File: config.mk
export PLATFORM = sky130hd
export DESIGN_NAME = rtc_time_digits
export DESIGN_NICKNAME = d
export VERILOG_FILES = /design/src/rtc_time_pkg.sv /design/src/rtc_digit_advance.sv /design/src/rtc_time_digits.sv
export SDC_FILE = /design/constraint.sdc
export NUM_CORES = 1
export LEC_CHECK = 0
export ABC_CLOCK_PERIOD_IN_PS = 5450
export BUFFER_PORTS_ARGS = -buffer_cell sky130_fd_sc_hd__buf_2
export CAP_MARGIN = 20
export CORE_ASPECT_RATIO = 1.75
export CORE_MARGIN = 2
export CORE_UTILIZATION = 35
export DETAILED_ROUTE_END_ITERATION = 10
export GPL_TIMING_DRIVEN = 0
export PLACE_DENSITY = 0.65
export SYNTH_ARGS = -nofsm -noshare
export SYNTH_HDL_FRONTEND = slang
export SYNTH_HIERARCHICAL = 1
export SYNTH_SLANG_ARGS = --single-unit
File: constraint.sdc
create_clock -name CORE_CLK_I -period 5.45 [get_ports CORE_CLK_I]
set_clock_uncertainty 0.15 [all_clocks]
set_input_delay 1.3625 -clock CORE_CLK_I [delete_from_list [all_inputs] [get_ports CORE_CLK_I]]
set_output_delay 1.3625 -clock CORE_CLK_I [all_outputs]
set_load 0.005 [all_outputs]
File: src/rtc_time_pkg.sv
// Shared constants, types and digit arithmetic of the time digit register block
package rtc_time_pkg;

  // ----------------------------------------------------------------------
  // Register map
  // ----------------------------------------------------------------------
  localparam logic [5:0] SECONDS_OFFSET = 6'h00;
  localparam logic [5:0] MINUTES_OFFSET = 6'h04;
  localparam logic [5:0] HOURS_OFFSET = 6'h08;
  localparam logic [5:0] CONTROL_OFFSET = 6'h0c;

  localparam int CTRL_PAGE_BIT = 0;
  localparam int CTRL_COUNT_BIT = 1;
  localparam int CTRL_FORMAT_BIT = 2;

  // ----------------------------------------------------------------------
  // Field encodings and values after reset
  // ----------------------------------------------------------------------
  localparam logic [6:0] SEC_MAX = 7'h59;
  localparam logic [6:0] MIN_MAX = 7'h59;
  localparam logic [6:0] MIN_IGNORE = 7'h7f;
  localparam logic [5:0] HOUR24_MAX = 6'h23;
  localparam logic [4:0] HOUR12_MAX = 5'h11;
  localparam logic [5:0] HOUR_IGNORE = 6'h3f;
  localparam int HOUR_PM_BIT = 5;
  localparam logic [6:0] SEC_RESET = 7'h00;
  localparam logic [6:0] MIN_RESET = 7'h00;
  localparam logic [5:0] HOUR_RESET = 6'h00;
  localparam logic [2:0] CTRL_RESET = 3'h0;

  localparam logic [1:0] RESP_OKAY = 2'h0;
  localparam logic [1:0] RESP_SLVERR = 2'h2;

  typedef enum logic [2:0] {SEL_SEC, SEL_MIN, SEL_HOUR, SEL_CTRL, SEL_NONE} reg_sel_e;

  // Packed decimal increment without wrap; caller handles the field limit
  function automatic logic [6:0] bcd_inc(input logic [6:0] v);
    if (v[3:0] == 4'h9)
    begin
      bcd_inc = {v[6:4] + 3'h1, 4'h0};
    end
    else
    begin
      bcd_inc = v + 7'h01;
    end
  endfunction : bcd_inc

endpackage : rtc_time_pkg

File: src/rtc_digit_advance.sv
// One-second advance of the seconds, minutes and hours digits
`timescale 1ns/1ps
module rtc_digit_advance (
  input wire logic tick_i,
  input wire logic format_24h_i,
  input wire logic [6:0] sec_i,
  input wire logic [6:0] min_i,
  input wire logic [5:0] hour_i,
  output logic [6:0] sec_o,
  output logic [6:0] min_o,
  output logic [5:0] hour_o
);

  always_comb
  begin
    logic [6:0] inc_hour;
    logic [6:0] inc_half;
    inc_hour = rtc_time_pkg::bcd_inc({1'b0, hour_i});
    inc_half = rtc_time_pkg::bcd_inc({2'h0, hour_i[4:0]});
    sec_o = sec_i;
    min_o = min_i;
    hour_o = hour_i;
    if (tick_i)
    begin
      if (sec_i == rtc_time_pkg::SEC_MAX)
      begin
        sec_o = 7'h00;
        if (min_i == rtc_time_pkg::MIN_MAX)
        begin
          min_o = 7'h00;
          if (format_24h_i)
          begin
            hour_o = (hour_i == rtc_time_pkg::HOUR24_MAX) ? 6'h00 : inc_hour[5:0];
          end
          else if (hour_i[4:0] == rtc_time_pkg::HOUR12_MAX)
          begin
            // Eleven rolls to zero and flips the afternoon flag
            hour_o = {~hour_i[rtc_time_pkg::HOUR_PM_BIT], 5'h00};
          end
          else
          begin
            hour_o = {hour_i[rtc_time_pkg::HOUR_PM_BIT], inc_half[4:0]};
          end
        end
        else
        begin
          min_o = rtc_time_pkg::bcd_inc(min_i);
        end
      end
      else
      begin
        sec_o = rtc_time_pkg::bcd_inc(sec_i);
      end
    end
  end

endmodule : rtc_digit_advance

File: src/rtc_time_digits.sv
// Seconds, minutes and hours digit registers with alarm copies of minutes and hours behind AXI4-Lite
`timescale 1ns/1ps

module rtc_time_digits (
  input wire logic CORE_CLK_I,
  input wire logic RST_I,
  input wire logic SECOND_TICK_I,
  input wire logic [5:0] AXI_AWADDR_I,
  input wire logic AXI_AWVALID_I,
  output logic AXI_AWREADY_O,
  input wire logic [31:0] AXI_WDATA_I,
  input wire logic [3:0] AXI_WSTRB_I,
  input wire logic AXI_WVALID_I,
  output logic AXI_WREADY_O,
  output logic [1:0] AXI_BRESP_O,
  output logic AXI_BVALID_O,
  input wire logic AXI_BREADY_I,
  input wire logic [5:0] AXI_ARADDR_I,
  input wire logic AXI_ARVALID_I,
  output logic AXI_ARREADY_O,
  output logic [31:0] AXI_RDATA_O,
  output logic [1:0] AXI_RRESP_O,
  output logic AXI_RVALID_O,
  input wire logic AXI_RREADY_I,
  output logic ALARM_MATCH_O
);

  function automatic rtc_time_pkg::reg_sel_e decode(input logic [5:0] addr);
    unique case (addr)
      rtc_time_pkg::SECONDS_OFFSET: decode = rtc_time_pkg::SEL_SEC;
      rtc_time_pkg::MINUTES_OFFSET: decode = rtc_time_pkg::SEL_MIN;
      rtc_time_pkg::HOURS_OFFSET: decode = rtc_time_pkg::SEL_HOUR;
      rtc_time_pkg::CONTROL_OFFSET: decode = rtc_time_pkg::SEL_CTRL;
      default: decode = rtc_time_pkg::SEL_NONE;
    endcase
  endfunction : decode

  // ----------------------------------------------------------------------
  // Write channel state
  // ----------------------------------------------------------------------
  logic aw_held_reg, aw_held_next;
  logic [5:0] aw_addr_reg, aw_addr_next;
  logic w_held_reg, w_held_next;
  logic [7:0] w_byte_reg, w_byte_next;
  logic w_lane_reg, w_lane_next;
  logic bvalid_reg, bvalid_next;
  logic [1:0] bresp_reg, bresp_next;
  logic do_write;
  rtc_time_pkg::reg_sel_e wr_sel;

  assign AXI_AWREADY_O = !aw_held_reg && !bvalid_reg;
  assign AXI_WREADY_O = !w_held_reg && !bvalid_reg;
  assign AXI_BVALID_O = bvalid_reg;
  assign AXI_BRESP_O = bresp_reg;
  assign do_write = aw_held_reg && w_held_reg && !bvalid_reg;
  assign wr_sel = decode(aw_addr_reg);

  always_comb
  begin
    aw_held_next = aw_held_reg;
    aw_addr_next = aw_addr_reg;
    w_held_next = w_held_reg;
    w_byte_next = w_byte_reg;
    w_lane_next = w_lane_reg;
    bvalid_next = bvalid_reg;
    bresp_next = bresp_reg;
    if (AXI_AWVALID_I && AXI_AWREADY_O)
    begin
      aw_held_next = 1'b1;
      aw_addr_next = AXI_AWADDR_I;
    end
    if (AXI_WVALID_I && AXI_WREADY_O)
    begin
      w_held_next = 1'b1;
      w_byte_next = AXI_WDATA_I[7:0];
      w_lane_next = AXI_WSTRB_I[0];
    end
    if (do_write)
    begin
      aw_held_next = 1'b0;
      w_held_next = 1'b0;
      bvalid_next = 1'b1;
      bresp_next = (wr_sel == rtc_time_pkg::SEL_NONE) ? rtc_time_pkg::RESP_SLVERR : rtc_time_pkg::RESP_OKAY;
    end
    else if (bvalid_reg && AXI_BREADY_I)
    begin
      bvalid_next = 1'b0;
    end
  end

  always_ff @(posedge CORE_CLK_I)
  begin
    if (RST_I)
    begin
      aw_held_reg <= 1'b0;
      aw_addr_reg <= 6'h00;
      w_held_reg <= 1'b0;
      w_byte_reg <= 8'h00;
      w_lane_reg <= 1'b0;
      bvalid_reg <= 1'b0;
      bresp_reg <= rtc_time_pkg::RESP_OKAY;
    end
    else
    begin
      aw_held_reg <= aw_held_next;
      aw_addr_reg <= aw_addr_next;
      w_held_reg <= w_held_next;
      w_byte_reg <= w_byte_next;
      w_lane_reg <= w_lane_next;
      bvalid_reg <= bvalid_next;
      bresp_reg <= bresp_next;
    end
  end

  // ----------------------------------------------------------------------
  // Digit registers, both pages
  // ----------------------------------------------------------------------
  logic [6:0] sec_reg, sec_next;
  logic [6:0] min_reg, min_next;
  logic [5:0] hour_reg, hour_next;
  logic [6:0] alm_min_reg, alm_min_next;
  logic [5:0] alm_hour_reg, alm_hour_next;
  logic [2:0] ctrl_reg, ctrl_next;
  logic alarm_reg, alarm_next;
  logic [6:0] adv_sec;
  logic [6:0] adv_min;
  logic [5:0] adv_hour;
  logic page_alarm;
  logic wr_ok;

  assign page_alarm = ctrl_reg[rtc_time_pkg::CTRL_PAGE_BIT];
  assign wr_ok = do_write && w_lane_reg;

  rtc_digit_advance u_advance (
    .tick_i(SECOND_TICK_I && ctrl_reg[rtc_time_pkg::CTRL_COUNT_BIT]),
    .format_24h_i(ctrl_reg[rtc_time_pkg::CTRL_FORMAT_BIT]),
    .sec_i(sec_reg),
    .min_i(min_reg),
    .hour_i(hour_reg),
    .sec_o(adv_sec),
    .min_o(adv_min),
    .hour_o(adv_hour)
  );

  always_comb
  begin
    // A software write beats the tick on the word it targets
    sec_next = adv_sec;
    min_next = adv_min;
    hour_next = adv_hour;
    alm_min_next = alm_min_reg;
    alm_hour_next = alm_hour_reg;
    ctrl_next = ctrl_reg;
    if (wr_ok)
    begin
      unique case (wr_sel)
        rtc_time_pkg::SEL_SEC:
        begin
          if (!page_alarm)
          begin
            sec_next = w_byte_reg[6:0];
          end
        end
        rtc_time_pkg::SEL_MIN:
        begin
          if (page_alarm)
          begin
            alm_min_next = w_byte_reg[6:0];
          end
          else
          begin
            min_next = w_byte_reg[6:0];
          end
        end
        rtc_time_pkg::SEL_HOUR:
        begin
          if (page_alarm)
          begin
            alm_hour_next = w_byte_reg[5:0];
          end
          else
          begin
            hour_next = w_byte_reg[5:0];
          end
        end
        rtc_time_pkg::SEL_CTRL: ctrl_next = w_byte_reg[2:0];
        rtc_time_pkg::SEL_NONE: ctrl_next = ctrl_reg;
      endcase
    end
    alarm_next = ((alm_min_reg == rtc_time_pkg::MIN_IGNORE) || (alm_min_reg == min_reg)) &&
                 ((alm_hour_reg == rtc_time_pkg::HOUR_IGNORE) || (alm_hour_reg == hour_reg));
  end

  // Digits get zero at reset only so simulation stays clean; software sets them
  always_ff @(posedge CORE_CLK_I)
  begin
    if (RST_I)
    begin
      sec_reg <= rtc_time_pkg::SEC_RESET;
      min_reg <= rtc_time_pkg::MIN_RESET;
      hour_reg <= rtc_time_pkg::HOUR_RESET;
      alm_min_reg <= rtc_time_pkg::MIN_RESET;
      alm_hour_reg <= rtc_time_pkg::HOUR_RESET;
      ctrl_reg <= rtc_time_pkg::CTRL_RESET;
      alarm_reg <= 1'b0;
    end
    else
    begin
      sec_reg <= sec_next;
      min_reg <= min_next;
      hour_reg <= hour_next;
      alm_min_reg <= alm_min_next;
      alm_hour_reg <= alm_hour_next;
      ctrl_reg <= ctrl_next;
      alarm_reg <= alarm_next;
    end
  end

  assign ALARM_MATCH_O = alarm_reg;

  // ----------------------------------------------------------------------
  // Read channel
  // ----------------------------------------------------------------------
  logic rvalid_reg, rvalid_next;
  logic [31:0] rdata_reg, rdata_next;
  logic [1:0] rresp_reg, rresp_next;
  logic ar_take;

  assign AXI_ARREADY_O = !rvalid_reg;
  assign ar_take = AXI_ARVALID_I && AXI_ARREADY_O;
  assign AXI_RVALID_O = rvalid_reg;
  assign AXI_RDATA_O = rdata_reg;
  assign AXI_RRESP_O = rresp_reg;

  always_comb
  begin
    rvalid_next = rvalid_reg;
    rdata_next = rdata_reg;
    rresp_next = rresp_reg;
    if (ar_take)
    begin
      rvalid_next = 1'b1;
      rresp_next = rtc_time_pkg::RESP_OKAY;
      unique case (decode(AXI_ARADDR_I))
        rtc_time_pkg::SEL_SEC: rdata_next = {25'h0, page_alarm ? 7'h00 : sec_reg};
        rtc_time_pkg::SEL_MIN: rdata_next = {25'h0, page_alarm ? alm_min_reg : min_reg};
        rtc_time_pkg::SEL_HOUR: rdata_next = {26'h0, page_alarm ? alm_hour_reg : hour_reg};
        rtc_time_pkg::SEL_CTRL: rdata_next = {29'h0, ctrl_reg};
        rtc_time_pkg::SEL_NONE:
        begin
          rdata_next = 32'h0;
          rresp_next = rtc_time_pkg::RESP_SLVERR;
        end
      endcase
    end
    else if (rvalid_reg && AXI_RREADY_I)
    begin
      rvalid_next = 1'b0;
    end
  end

  always_ff @(posedge CORE_CLK_I)
  begin
    if (RST_I)
    begin
      rvalid_reg <= 1'b0;
      rdata_reg <= 32'h0;
      rresp_reg <= rtc_time_pkg::RESP_OKAY;
    end
    else
    begin
      rvalid_reg <= rvalid_next;
      rdata_reg <= rdata_next;
      rresp_reg <= rresp_next;
    end
  end

  logic counting;
  assign counting = SECOND_TICK_I && ctrl_reg[rtc_time_pkg::CTRL_COUNT_BIT] && !wr_ok;
endmodule : rtc_time_digits

==> results of run 1 <==
-- where the power goes --
group	total [mW]	internal, mW	switching, mW
Combinational	0.0944	0.0442	0.0502
Clock	0.582	0.358	0.224
Sequential	0.498	0.480	0.0178
-- per-layer routing --
layer | track usage, % | vias up
met5 | 0 | -
met4 | 12.4 | 0
met3 | 2.18 | 28
met2 | 34.8 | 94
met1 | 16.5 | 1704
li1 | - | 1744
-- per-stage QoR --
step | util [%] | instance area (um^2) | worst slack (ns)
floorplan | - | 3980 | 2.59
global placement | 40.4 | 4350 | 2.36
detailed placement | 40.4 | 4350 | 2.36
CTS | 43.3 | 4660 | 2.71
global route | 43.3 | 4660 | 2.62
finish | 43.3 | 4660 | 2.70
-- cells by family after synthesis --
family | share of synthesized area [%]
compound gates | 12.2
xor+xnor | 3.61
fa+ha+maj | 3.54
buf+inv | 9.05
flops | 33.0
mux | 14.5
other cells | 0.0965
simple gates | 24.1
-- area by class of cell --
type	instances	area [um^2]	share of cell area, %
multi-input combinational	362	2350	50.5
sequential	64	1280	27.5
buffer	49	307	6.58
clock buffer	9	225	4.84
timing repair buffer	41	205	4.41
tap	130	163	3.49
clock inverter	7	81.3	1.75
inverter	12	45.0	0.967
-- layout by cell type, fill, tap and decap left out, drive strengths merged, types with 3 or more instances in the layout --
master	count
a21oi	23
a221oi	3
a31oi	8
and2	4
and3	3
and3b	4
and4b	3
buf	77
clkbuf	22
clkinv	4
conb	27
dfxtp	64
ha	11
inv	13
mux2i	54
nand2	31
nand2b	9
nand3	7
nand3b	5
nand4	13
nor2	69
nor2b	5
nor3	11
nor4	5
o21ai	19
o22ai	7
xnor2	8
xor2	8
-- worst max-delay path by stage --
stage / startpoint / endpoint / slack [ns]
after floorplan: SECOND_TICK_I / hour_reg[5] / 2.59
after global placement: SECOND_TICK_I / hour_reg[5] / 2.36
after detailed placement: SECOND_TICK_I / hour_reg[5] / 2.36
after CTS: SECOND_TICK_I / hour_reg[5] / 2.71
after global routing: SECOND_TICK_I / hour_reg[5] / 2.62
final: SECOND_TICK_I / hour_reg[5] / 2.70
-- worst max-delay path, cell delays in order --
cell and delay, ns:
buf_2 0.10, and2_1 0.17, and3_1 0.21, and4_4 0.18, buf_6 0.13, and4b_1 0.19
o41ai_2 0.32, mux2i_1 0.11, nor2_1 0.09
==> results by group, run 1 <==
Global routing
  – Global-route wire length before repair: 16.6 mm
  – Vias in the first global route: 3452
  – Largest net degree at the start of global routing: 14
  – Tot GR Track Use: 17.7%
  – Total gr overflow: 0
  – Initial antenna violation count: 0

Setup path
  – WP data arrival: 2.88 ns
  – R2r setup slk: 3.17 ns
  – Critical path class: primary input to flop
  – Worst r2r path cells: 10
  – Startpoint Class: primary input
  – Crit Reg-Reg Startpoint: sec_reg[1]
  – CP max FO: 10
  – CP endpoint kind: flop
  – Worst path required time: 5.58 ns
  – Reg2reg end: hour_reg[5]

Timing
  – RSZ-0062 raised after global routing: false
  – Measured slew at the worst slew-check pin: 0.638 ns
  – Hold WS: 0.333 ns
  – Fmax: 364 MHz
  – Minimum clock period: 2.75 ns
  – Final Hold Viols: 0
  – Worst slew margin: 57.5%
  – # setup viols final: 0
  – Max Slew Vio Count: 0
  – Period utilization: 50.4%
  – Setup TNS: 0 ns

Place
  – Placed wire-length estimate: 8.13 mm
  – Routability cong.: 0.874
  – Port Buf Inserts: 41
  – Placed insts: 658

Synthesis
  – Commonest cells post-synth: 69 x nor2_1, 64 x dfxtp_1, 54 x mux2i_1, 31 x nand2_1, 27 x buf_4
  – Cell Area, Synth: 0.00388 mm^2
  – Largest area contributor in the netlist: dfxtp_1
  – Synth area leaders: dfxtp_1 33%, mux2i_1 14%, nor2_1 6.7%
  – Register area share after synthesis: 33.0%
  – Syn_area_per_cell: 8.43 um^2
  – Ys async rst share: 0%
  – Warnings from Yosys: 6
  – Cell count after synthesis: 461
  – Top-area cell type share of the netlist area: 33.0%
  – Post-synth EDFFs: 0
  – Netlist cell types: 53
  – Main flop type after synthesis: dfxtp_1
  – Seq cells post-synth: 64
  – Most common cell in the netlist: nor2_1

Run
  – Max Cap Viol: 0

Floorplanning
  – Ports: 98
  – Initial Utilization: 36.1%
  – DIE WIDTH: 83.6 um
  – # rows: 50
  – DIE HEIGHT: 143 um
  – Die ar.: 0.0120 mm^2
  – Core area: 0.0108 mm^2

Clock network
  – Post-CTS Setup Inserts: 0
  – Worst skew pair latency: 0.34 ns
  – CTS Root Cell: clkbuf_16
  – Clk sink count: 64
  – Num CTS Buffers: 9
  – Clk pin slew, worst setup/hold paths: 0.06 ns
  – Post-CTS Resized: 0
  – CTS Hold Bufs: 0
  – CTS tree: yes
  – Deepest clock path buffer count: 2
  – H-tree lvl count: 3

Routing
  – DR WL/cell: 15.6 um
  – Initial DRC Count: 240
  – DR WL met2: 5.88 mm
  – Detailed-route via count: 3570
  – Met3 routed WL: 401 um
  – M1 WL: 3.69 mm
  – Post-route DRC: 0
  – First drt pass iteration count: 4
  – Vias per cell: 5.30
  – DRT antenna net count: 0
  – Post-Route WL: 10.5 mm
  – Highest routed metal layer: met4

Cells and area
  – Fraction of layout cells with a size suffix above 1: 19.5%
  – Fillcell total: 1118
  – Fin nets: 606
  – Fin cells: 674
  – N_diodes: 0
  – Area grow syn2layout: 19.9%

Outcome
  – Status: finished clean

Min path
  – Hold depth: 2
  – Hold_sp: w_lane_reg
  – Hold Crit Class: flop to flop
  – Worst Hold Path EP: w_lane_reg

Power
  – Leak: 2.19 nW
  – Pwr/cell area: 252 mW/mm^2
  – Max VDD drop: 191 uV
  – Tot Pwr: 1.17 mW
Note: power is estimated with default switching activity, not from simulation.
==> run 2: changes to the inputs <==
ABC_AREA = 1   (was unset)
ABC_CLOCK_PERIOD_IN_PS = 2500   (was 5450)
PLACE_DENSITY = 0.66   (was 0.65)
clock period = 2.5 ns   (was 5.45 ns; I/O delays follow)
==> run 2 against run 1 <==
  * Cell area up 5.0%
  * Sequential share of layout area decreased by 1.3 points
  * Wire length up 7.7%
  * Non-clock buffer count fell by 5
  * Sequential cell count unchanged
  * Final cell count grew 30%
==> results by group, run 2 <==
Setup path
  – Crit-path most repeated cell: nand2_1
  – CP max-delay cell: dfxtp_1
  – R2r setup slk: 0.58 ns
  – CP top delay family: simple AND/OR/NAND/NOR gates
  – Slowest stage delay, CP: 0.47 ns
  – WP data arrival: 2.03 ns
  – Startpoint Class: flop
  – Critical path class: flop to flop
  – Crit path cell chain: ha_1, nand2_1, nor2_4, buf_6, nand2_1, a22oi_1, nand2_1, a21oi_1
  – CP max FO: 10
  – Worst Path Buf+Inv: 1
  – CP endpoint kind: flop
  – Worst path required time: 2.60 ns

Cells and area
  – N_diodes: 0
  – Most common cell after layout, fill and taps aside: nand2_1
  – Area grow syn2layout: 18.2%
  – Fin nets: 803
  – Fillcell total: 1264
  – Commonest non-fill, non-tap cells in the layout: 155 x nand2_1, 108 x nor2_1, 68 x inv_1, 67 x nand3_1, 64 x dfxtp_1
  – Fraction of layout cells with a size suffix above 1: 15.7%

Clock network
  – Deepest clock path buffer count: 2
  – H-tree lvl count: 3
  – Num CTS Buffers: 9
  – Clk sink count: 64
  – Worst skew pair latency: 0.33 ns
  – Post-CTS Setup Inserts: 0
  – Post-CTS Resized: 0
  – CTS Hold Bufs: 0
  – Clk pin slew, worst setup/hold paths: 0.05 ns
  – CTS Root Cell: clkbuf_16
  – CTS tree: yes

Global routing
  – Vias in the first global route: 3904
  – Global-route wire length before repair: 18.0 mm
  – Largest net degree at the start of global routing: 11
  – Initial antenna violation count: 0
  – Tot GR Track Use: 18.3%
  – Total gr overflow: 0

Run
  – Max Cap Viol: 0

Routing
  – DRT antenna net count: 0
  – DR WL/cell: 12.9 um
  – Vias per cell: 4.77
  – Post-route DRC: 0
  – Detailed-route via count: 4175
  – Initial DRC Count: 178
  – Post-Route WL: 11.3 mm
  – First drt pass iteration count: 4

Timing
  – Max Slew Vio Count: 0
  – Minimum clock period: 1.92 ns
  – Worst slew margin: 56.2%
  – Setup TNS: 0 ns
  – RSZ-0062 raised after global routing: false
  – Hold WS: 0.351 ns
  – Fmax: 520 MHz
  – # setup viols final: 0
  – Period utilization: 76.9%
  – Measured slew at the worst slew-check pin: 0.657 ns
  – Final Hold Viols: 0

Synthesis
  – Register area share after synthesis: 31.0%
  – Cell Area, Synth: 0.00414 mm^2
  – Ys async rst share: 0%
  – Syn_area_per_cell: 6.29 um^2
  – Netlist cell types: 33
  – Commonest cells post-synth: 155 x nand2_1, 108 x nor2_1, 68 x inv_1, 67 x nand3_1, 64 x dfxtp_1
  – Most common cell in the netlist: nand2_1
  – Warnings from Yosys: 6
  – Top-area cell type share of the netlist area: 31.0%
  – Largest area contributor in the netlist: dfxtp_1
  – Seq cells post-synth: 64
  – Main flop type after synthesis: dfxtp_1
  – Cell count after synthesis: 658
  – Synth area leaders: dfxtp_1 31%, nand2_1 14%, nor2_1 9.8%
  – Post-synth EDFFs: 0

Floorplanning
  – # rows: 52
  – DIE HEIGHT: 148 um
  – Ports: 98
  – DIE WIDTH: 86.2 um
  – Initial Utilization: 35.7%
  – Die ar.: 0.0127 mm^2
  – Core area: 0.0116 mm^2

Min path
  – Hold Crit Class: flop to flop

Power
  – Leak: 2.25 nW
  – Max VDD drop: 438 uV
  – Pwr/cell area: 524 mW/mm^2
  – Tot Pwr: 2.56 mW

Place
  – Routability cong.: 0.883
  – Port Buf Inserts: 41
  – Placed wire-length estimate: 8.98 mm

Outcome
  – Status: finished clean
[run 2: cell count changes after synthesis, moves of 8 or more]
cell | before | now
nand2_1 | 31 | 155
nand3_1 | 7 | 67
inv_1 | 12 | 68
mux2i_1 | 54 | 0
nor2_1 | 69 | 108
o21ai_0 | 19 | 55
a21oi_1 | 23 | 35
nor3_1 | 11 | 1
nand2b_1 | 9 | 0
nor2_4 | 0 | 8
[run 2: metal layers]
metal	share of wire, %	vias up	global-route usage (%)	wire (um)
met2	55	102	34.8	6180
met5	0	-	0	0
met3	3.9	30	3.13	444
met4	4.7	0	11.6	527
met1	37	1840	17.5	4180
li1	-	2203	-	-
[run 2: final timing paths]
path	from	to	cells after the start
min	aw_addr_reg[5]	aw_addr_reg[5]	2
min reg2reg	aw_addr_reg[5]	aw_addr_reg[5]	2
max reg2reg	sec_reg[4]	min_reg[2]	8
max	sec_reg[4]	min_reg[2]	8
[run 2: logic make-up (layout without fill, tap and decap cells)]
| group | count (synthesis) | count (layout) | share of synthesized area, % |
|---|---|---|---|
| fa+ha+maj | 11 | 11 | 3.33 |
| compound gates | 98 | 98 | 12.1 |
| simple gates | 360 | 360 | 38.5 |
| buf+inv | 120 | 177 | 14.1 |
| flops | 64 | 64 | 31.0 |
| other cells | 1 | 27 | 0.0907 |
| xor+xnor | 4 | 4 | 0.847 |
[run 2: power breakdown]
part           switching (mW)  internal (mW)
combinational           0.151          0.104
clock                   0.426          0.770
sequential             0.0513           1.06
total                   0.629           1.94
[run 2: stage by stage]
stage | cells | utilization (%) | worst slack (ns) | cell area, um^2
2_1_floorplan | 684 | - | 0.715 | 4230
3_5_place_dp | 860 | 39.8 | 0.310 | 4610
6_report | 876 | 42.2 | 0.578 | 4890
3_3_place_gp | 860 | 39.8 | 0.329 | 4610
4_1_cts | 876 | 42.2 | 0.583 | 4890
5_1_grt | 876 | 42.2 | 0.426 | 4890
[run 2: area by class of cell]
cell class / instances / area (um^2) / area share (%)
Buffer: 44 / 298 / 6.09
Clock buffer: 13 / 240 / 4.91
Clock inverter: 3 / 42.5 / 0.870
Inverter: 76 / 287 / 5.86
Multi-Input combinational cell: 500 / 2370 / 48.4
Sequential cell: 64 / 1280 / 26.2
Tap cell: 135 / 169 / 3.45
Timing Repair Buffer: 41 / 205 / 4.20
[run 2: tightest hold or removal path: stages (launching register included)]
cell     delay [ns]
dfxtp_1        0.31
nor2_1         0.10
nor2_1         0.05
==> run 3: changes to the inputs <==
ABC_CLOCK_PERIOD_IN_PS = 1910   (was 2500)
PLACE_DENSITY = 0.64   (was 0.66)
clock period = 1.91 ns   (was 2.5 ns; I/O delays follow)
==> run 3 against run 2 <==
  * Sequential share of layout area down 0.47 points
  * Cell area is 2.5% higher
  * Sequential power up 32%
  * Count of clock-buffer cells in the layout unchanged
  * Largest power group unchanged
  * Highest routed layer unchanged
  * Largest cell class unchanged
==> results by group, run 3 (synthesis results as in run 2) <==
Setup path
  – Startpoint Class: flop
  – Crit Reg-Reg Startpoint: sec_reg[5]
  – CP Launch Point: sec_reg[5]
  – R2r setup slk: 0.12 ns
  – Worst r2r path cells: 9
  – CP max FO: 9
  – Critical path class: flop to flop
  – Worst setup path end: min_reg[1]
  – Reg2reg end: min_reg[1]
  – WP data arrival: 1.83 ns
  – Worst path required time: 1.95 ns
  – CP endpoint kind: flop

Place
  – Routability cong.: 0.869
  – Placed Instance Area: 0.00461 mm^2
  – Placed insts: 860
  – Worst slack, placed: -0.131 ns
  – Placed wire-length estimate: 8.93 mm
  – Port Buf Inserts: 41

Cells and area
  – Fin nets: 808
  – Fillcell total: 1262
  – N_diodes: 0
  – Fin cells: 881
  – Commonest non-fill, non-tap cells in the layout: 153 x nand2_1, 108 x nor2_1, 67 x inv_1, 66 x nand3_1, 57 x dfxtp_1
  – Area grow syn2layout: 21.2%
  – Finished Core Util: 43.3%
  – Post-route cell area: 0.00501 mm^2
  – Most common cell after layout, fill and taps aside: nand2_1
  – Fraction of layout cells with a size suffix above 1: 18.2%

Timing
  – Hold WS: 0.240 ns
  – Max Slew Vio Count: 0
  – Worst slew margin: 57.4%
  – Setup TNS: 0 ns
  – # setup viols final: 0
  – Period utilization: 93.9%
  – Final Hold Viols: 0
  – Fmax: 557 MHz
  – Minimum clock period: 1.79 ns
  – PnR worst setup slack: 0.116 ns
  – Measured slew at the worst slew-check pin: 0.639 ns

Floorplanning
  – DIE HEIGHT: 148 um
  – Ports: 98
  – # rows: 52
  – DIE WIDTH: 86.2 um
  – Die ar.: 0.0127 mm^2
  – Initial Utilization: 35.7%
  – Core area: 0.0116 mm^2

Routing
  – Vias per cell: 4.71
  – DRT antenna net count: 0
  – DR WL/cell: 13.0 um
  – Post-route DRC: 0
  – Detailed-route via count: 4147
  – First drt pass iteration count: 4
  – Initial DRC Count: 167
  – Post-Route WL: 11.5 mm

Clock network
  – Clk pin slew, worst setup/hold paths: 0.05 ns
  – Worst skew pair latency: 0.33 ns
  – CTS Hold Bufs: 0
  – H-tree lvl count: 3
  – Num CTS Buffers: 9
  – CTS tree: yes
  – CTS Root Cell: clkbuf_16
  – Deepest clock path buffer count: 2
  – Clk sink count: 64

Power
  – Pwr/cell area: 708 mW/mm^2
  – Leak: 2.28 nW
  – Tot Pwr: 3.55 mW
  – Max VDD drop: 461 uV

Global routing
  – Vias in the first global route: 3915
  – Initial antenna violation count: 0
  – Global-route wire length before repair: 18.5 mm
  – Total gr overflow: 0
  – Largest net degree at the start of global routing: 11
  – Tot GR Track Use: 18.7%

Min path
  – Hold Crit Class: primary input to flop

Run
  – Max Cap Viol: 0

Outcome
  – Status: finished clean
==> run 3: power by group <==
part	switching (mW)	total (mW)	internal, mW
sequential	0.0670	1.46	1.39
clock	0.584	1.76	1.18
combinational	0.198	0.334	0.136
total	0.849	3.55	2.70
==> run 3: area by class of cell <==
type / instances / area, um^2 / area share (%)
clock inverter: 3 / 65.1 / 1.30
inverter: 76 / 287 / 5.72
clock buffer: 13 / 250 / 4.99
multi-input combinational: 500 / 2410 / 48.1
tap: 135 / 169 / 3.37
sequential: 64 / 1290 / 25.7
timing repair buffer: 46 / 243 / 4.84
buffer: 44 / 299 / 5.96
==> run 3: what timing repair did <==
action	in CTS	in global routing
buffers inserted	1	4
pin swaps	1	3
resized for setup	3	15
gates cloned	0	0
endpoints found under the setup margin	8	12
==> run 3: worst max-delay path, stage by stage (launching register included) <==
cell and delay (ns):
dfxtp_1 0.33, inv_1 0.10, ha_1 0.19, nand2_2 0.09, nor2_4 0.26, buf_6 0.18, buf_4 0.14, o22ai_1 0.07
nand2_1 0.07, a21oi_1 0.06
==> run 3: layer usage <==
layer | vias to the layer above | track usage [%] | part of all wire [%]
li1 | 2218 | - | -
met1 | 1787 | 18.8 | 37
met2 | 106 | 34.8 | 54
met3 | 36 | 2.35 | 3.8
met4 | 0 | 12.3 | 5.2
met5 | - | 0 | 0
==> run 3: how the worst min path moves through the flow <==
stage | startpoint | end | slack, ns | cells after the start
final | AXI_AWADDR_I[0] | aw_addr_reg[0] | 0.24 | 3
after global routing | AXI_WDATA_I[0] | w_byte_reg[0] | 0.26 | 3
after CTS | AXI_WDATA_I[0] | w_byte_reg[0] | 0.24 | 3
after detailed placement | aw_addr_reg[4] | aw_addr_reg[4] | 0.34 | 2
after global placement | aw_addr_reg[4] | aw_addr_reg[4] | 0.34 | 2
after floorplan | ctrl_reg[1] | ctrl_reg[1] | 0.31 | 2
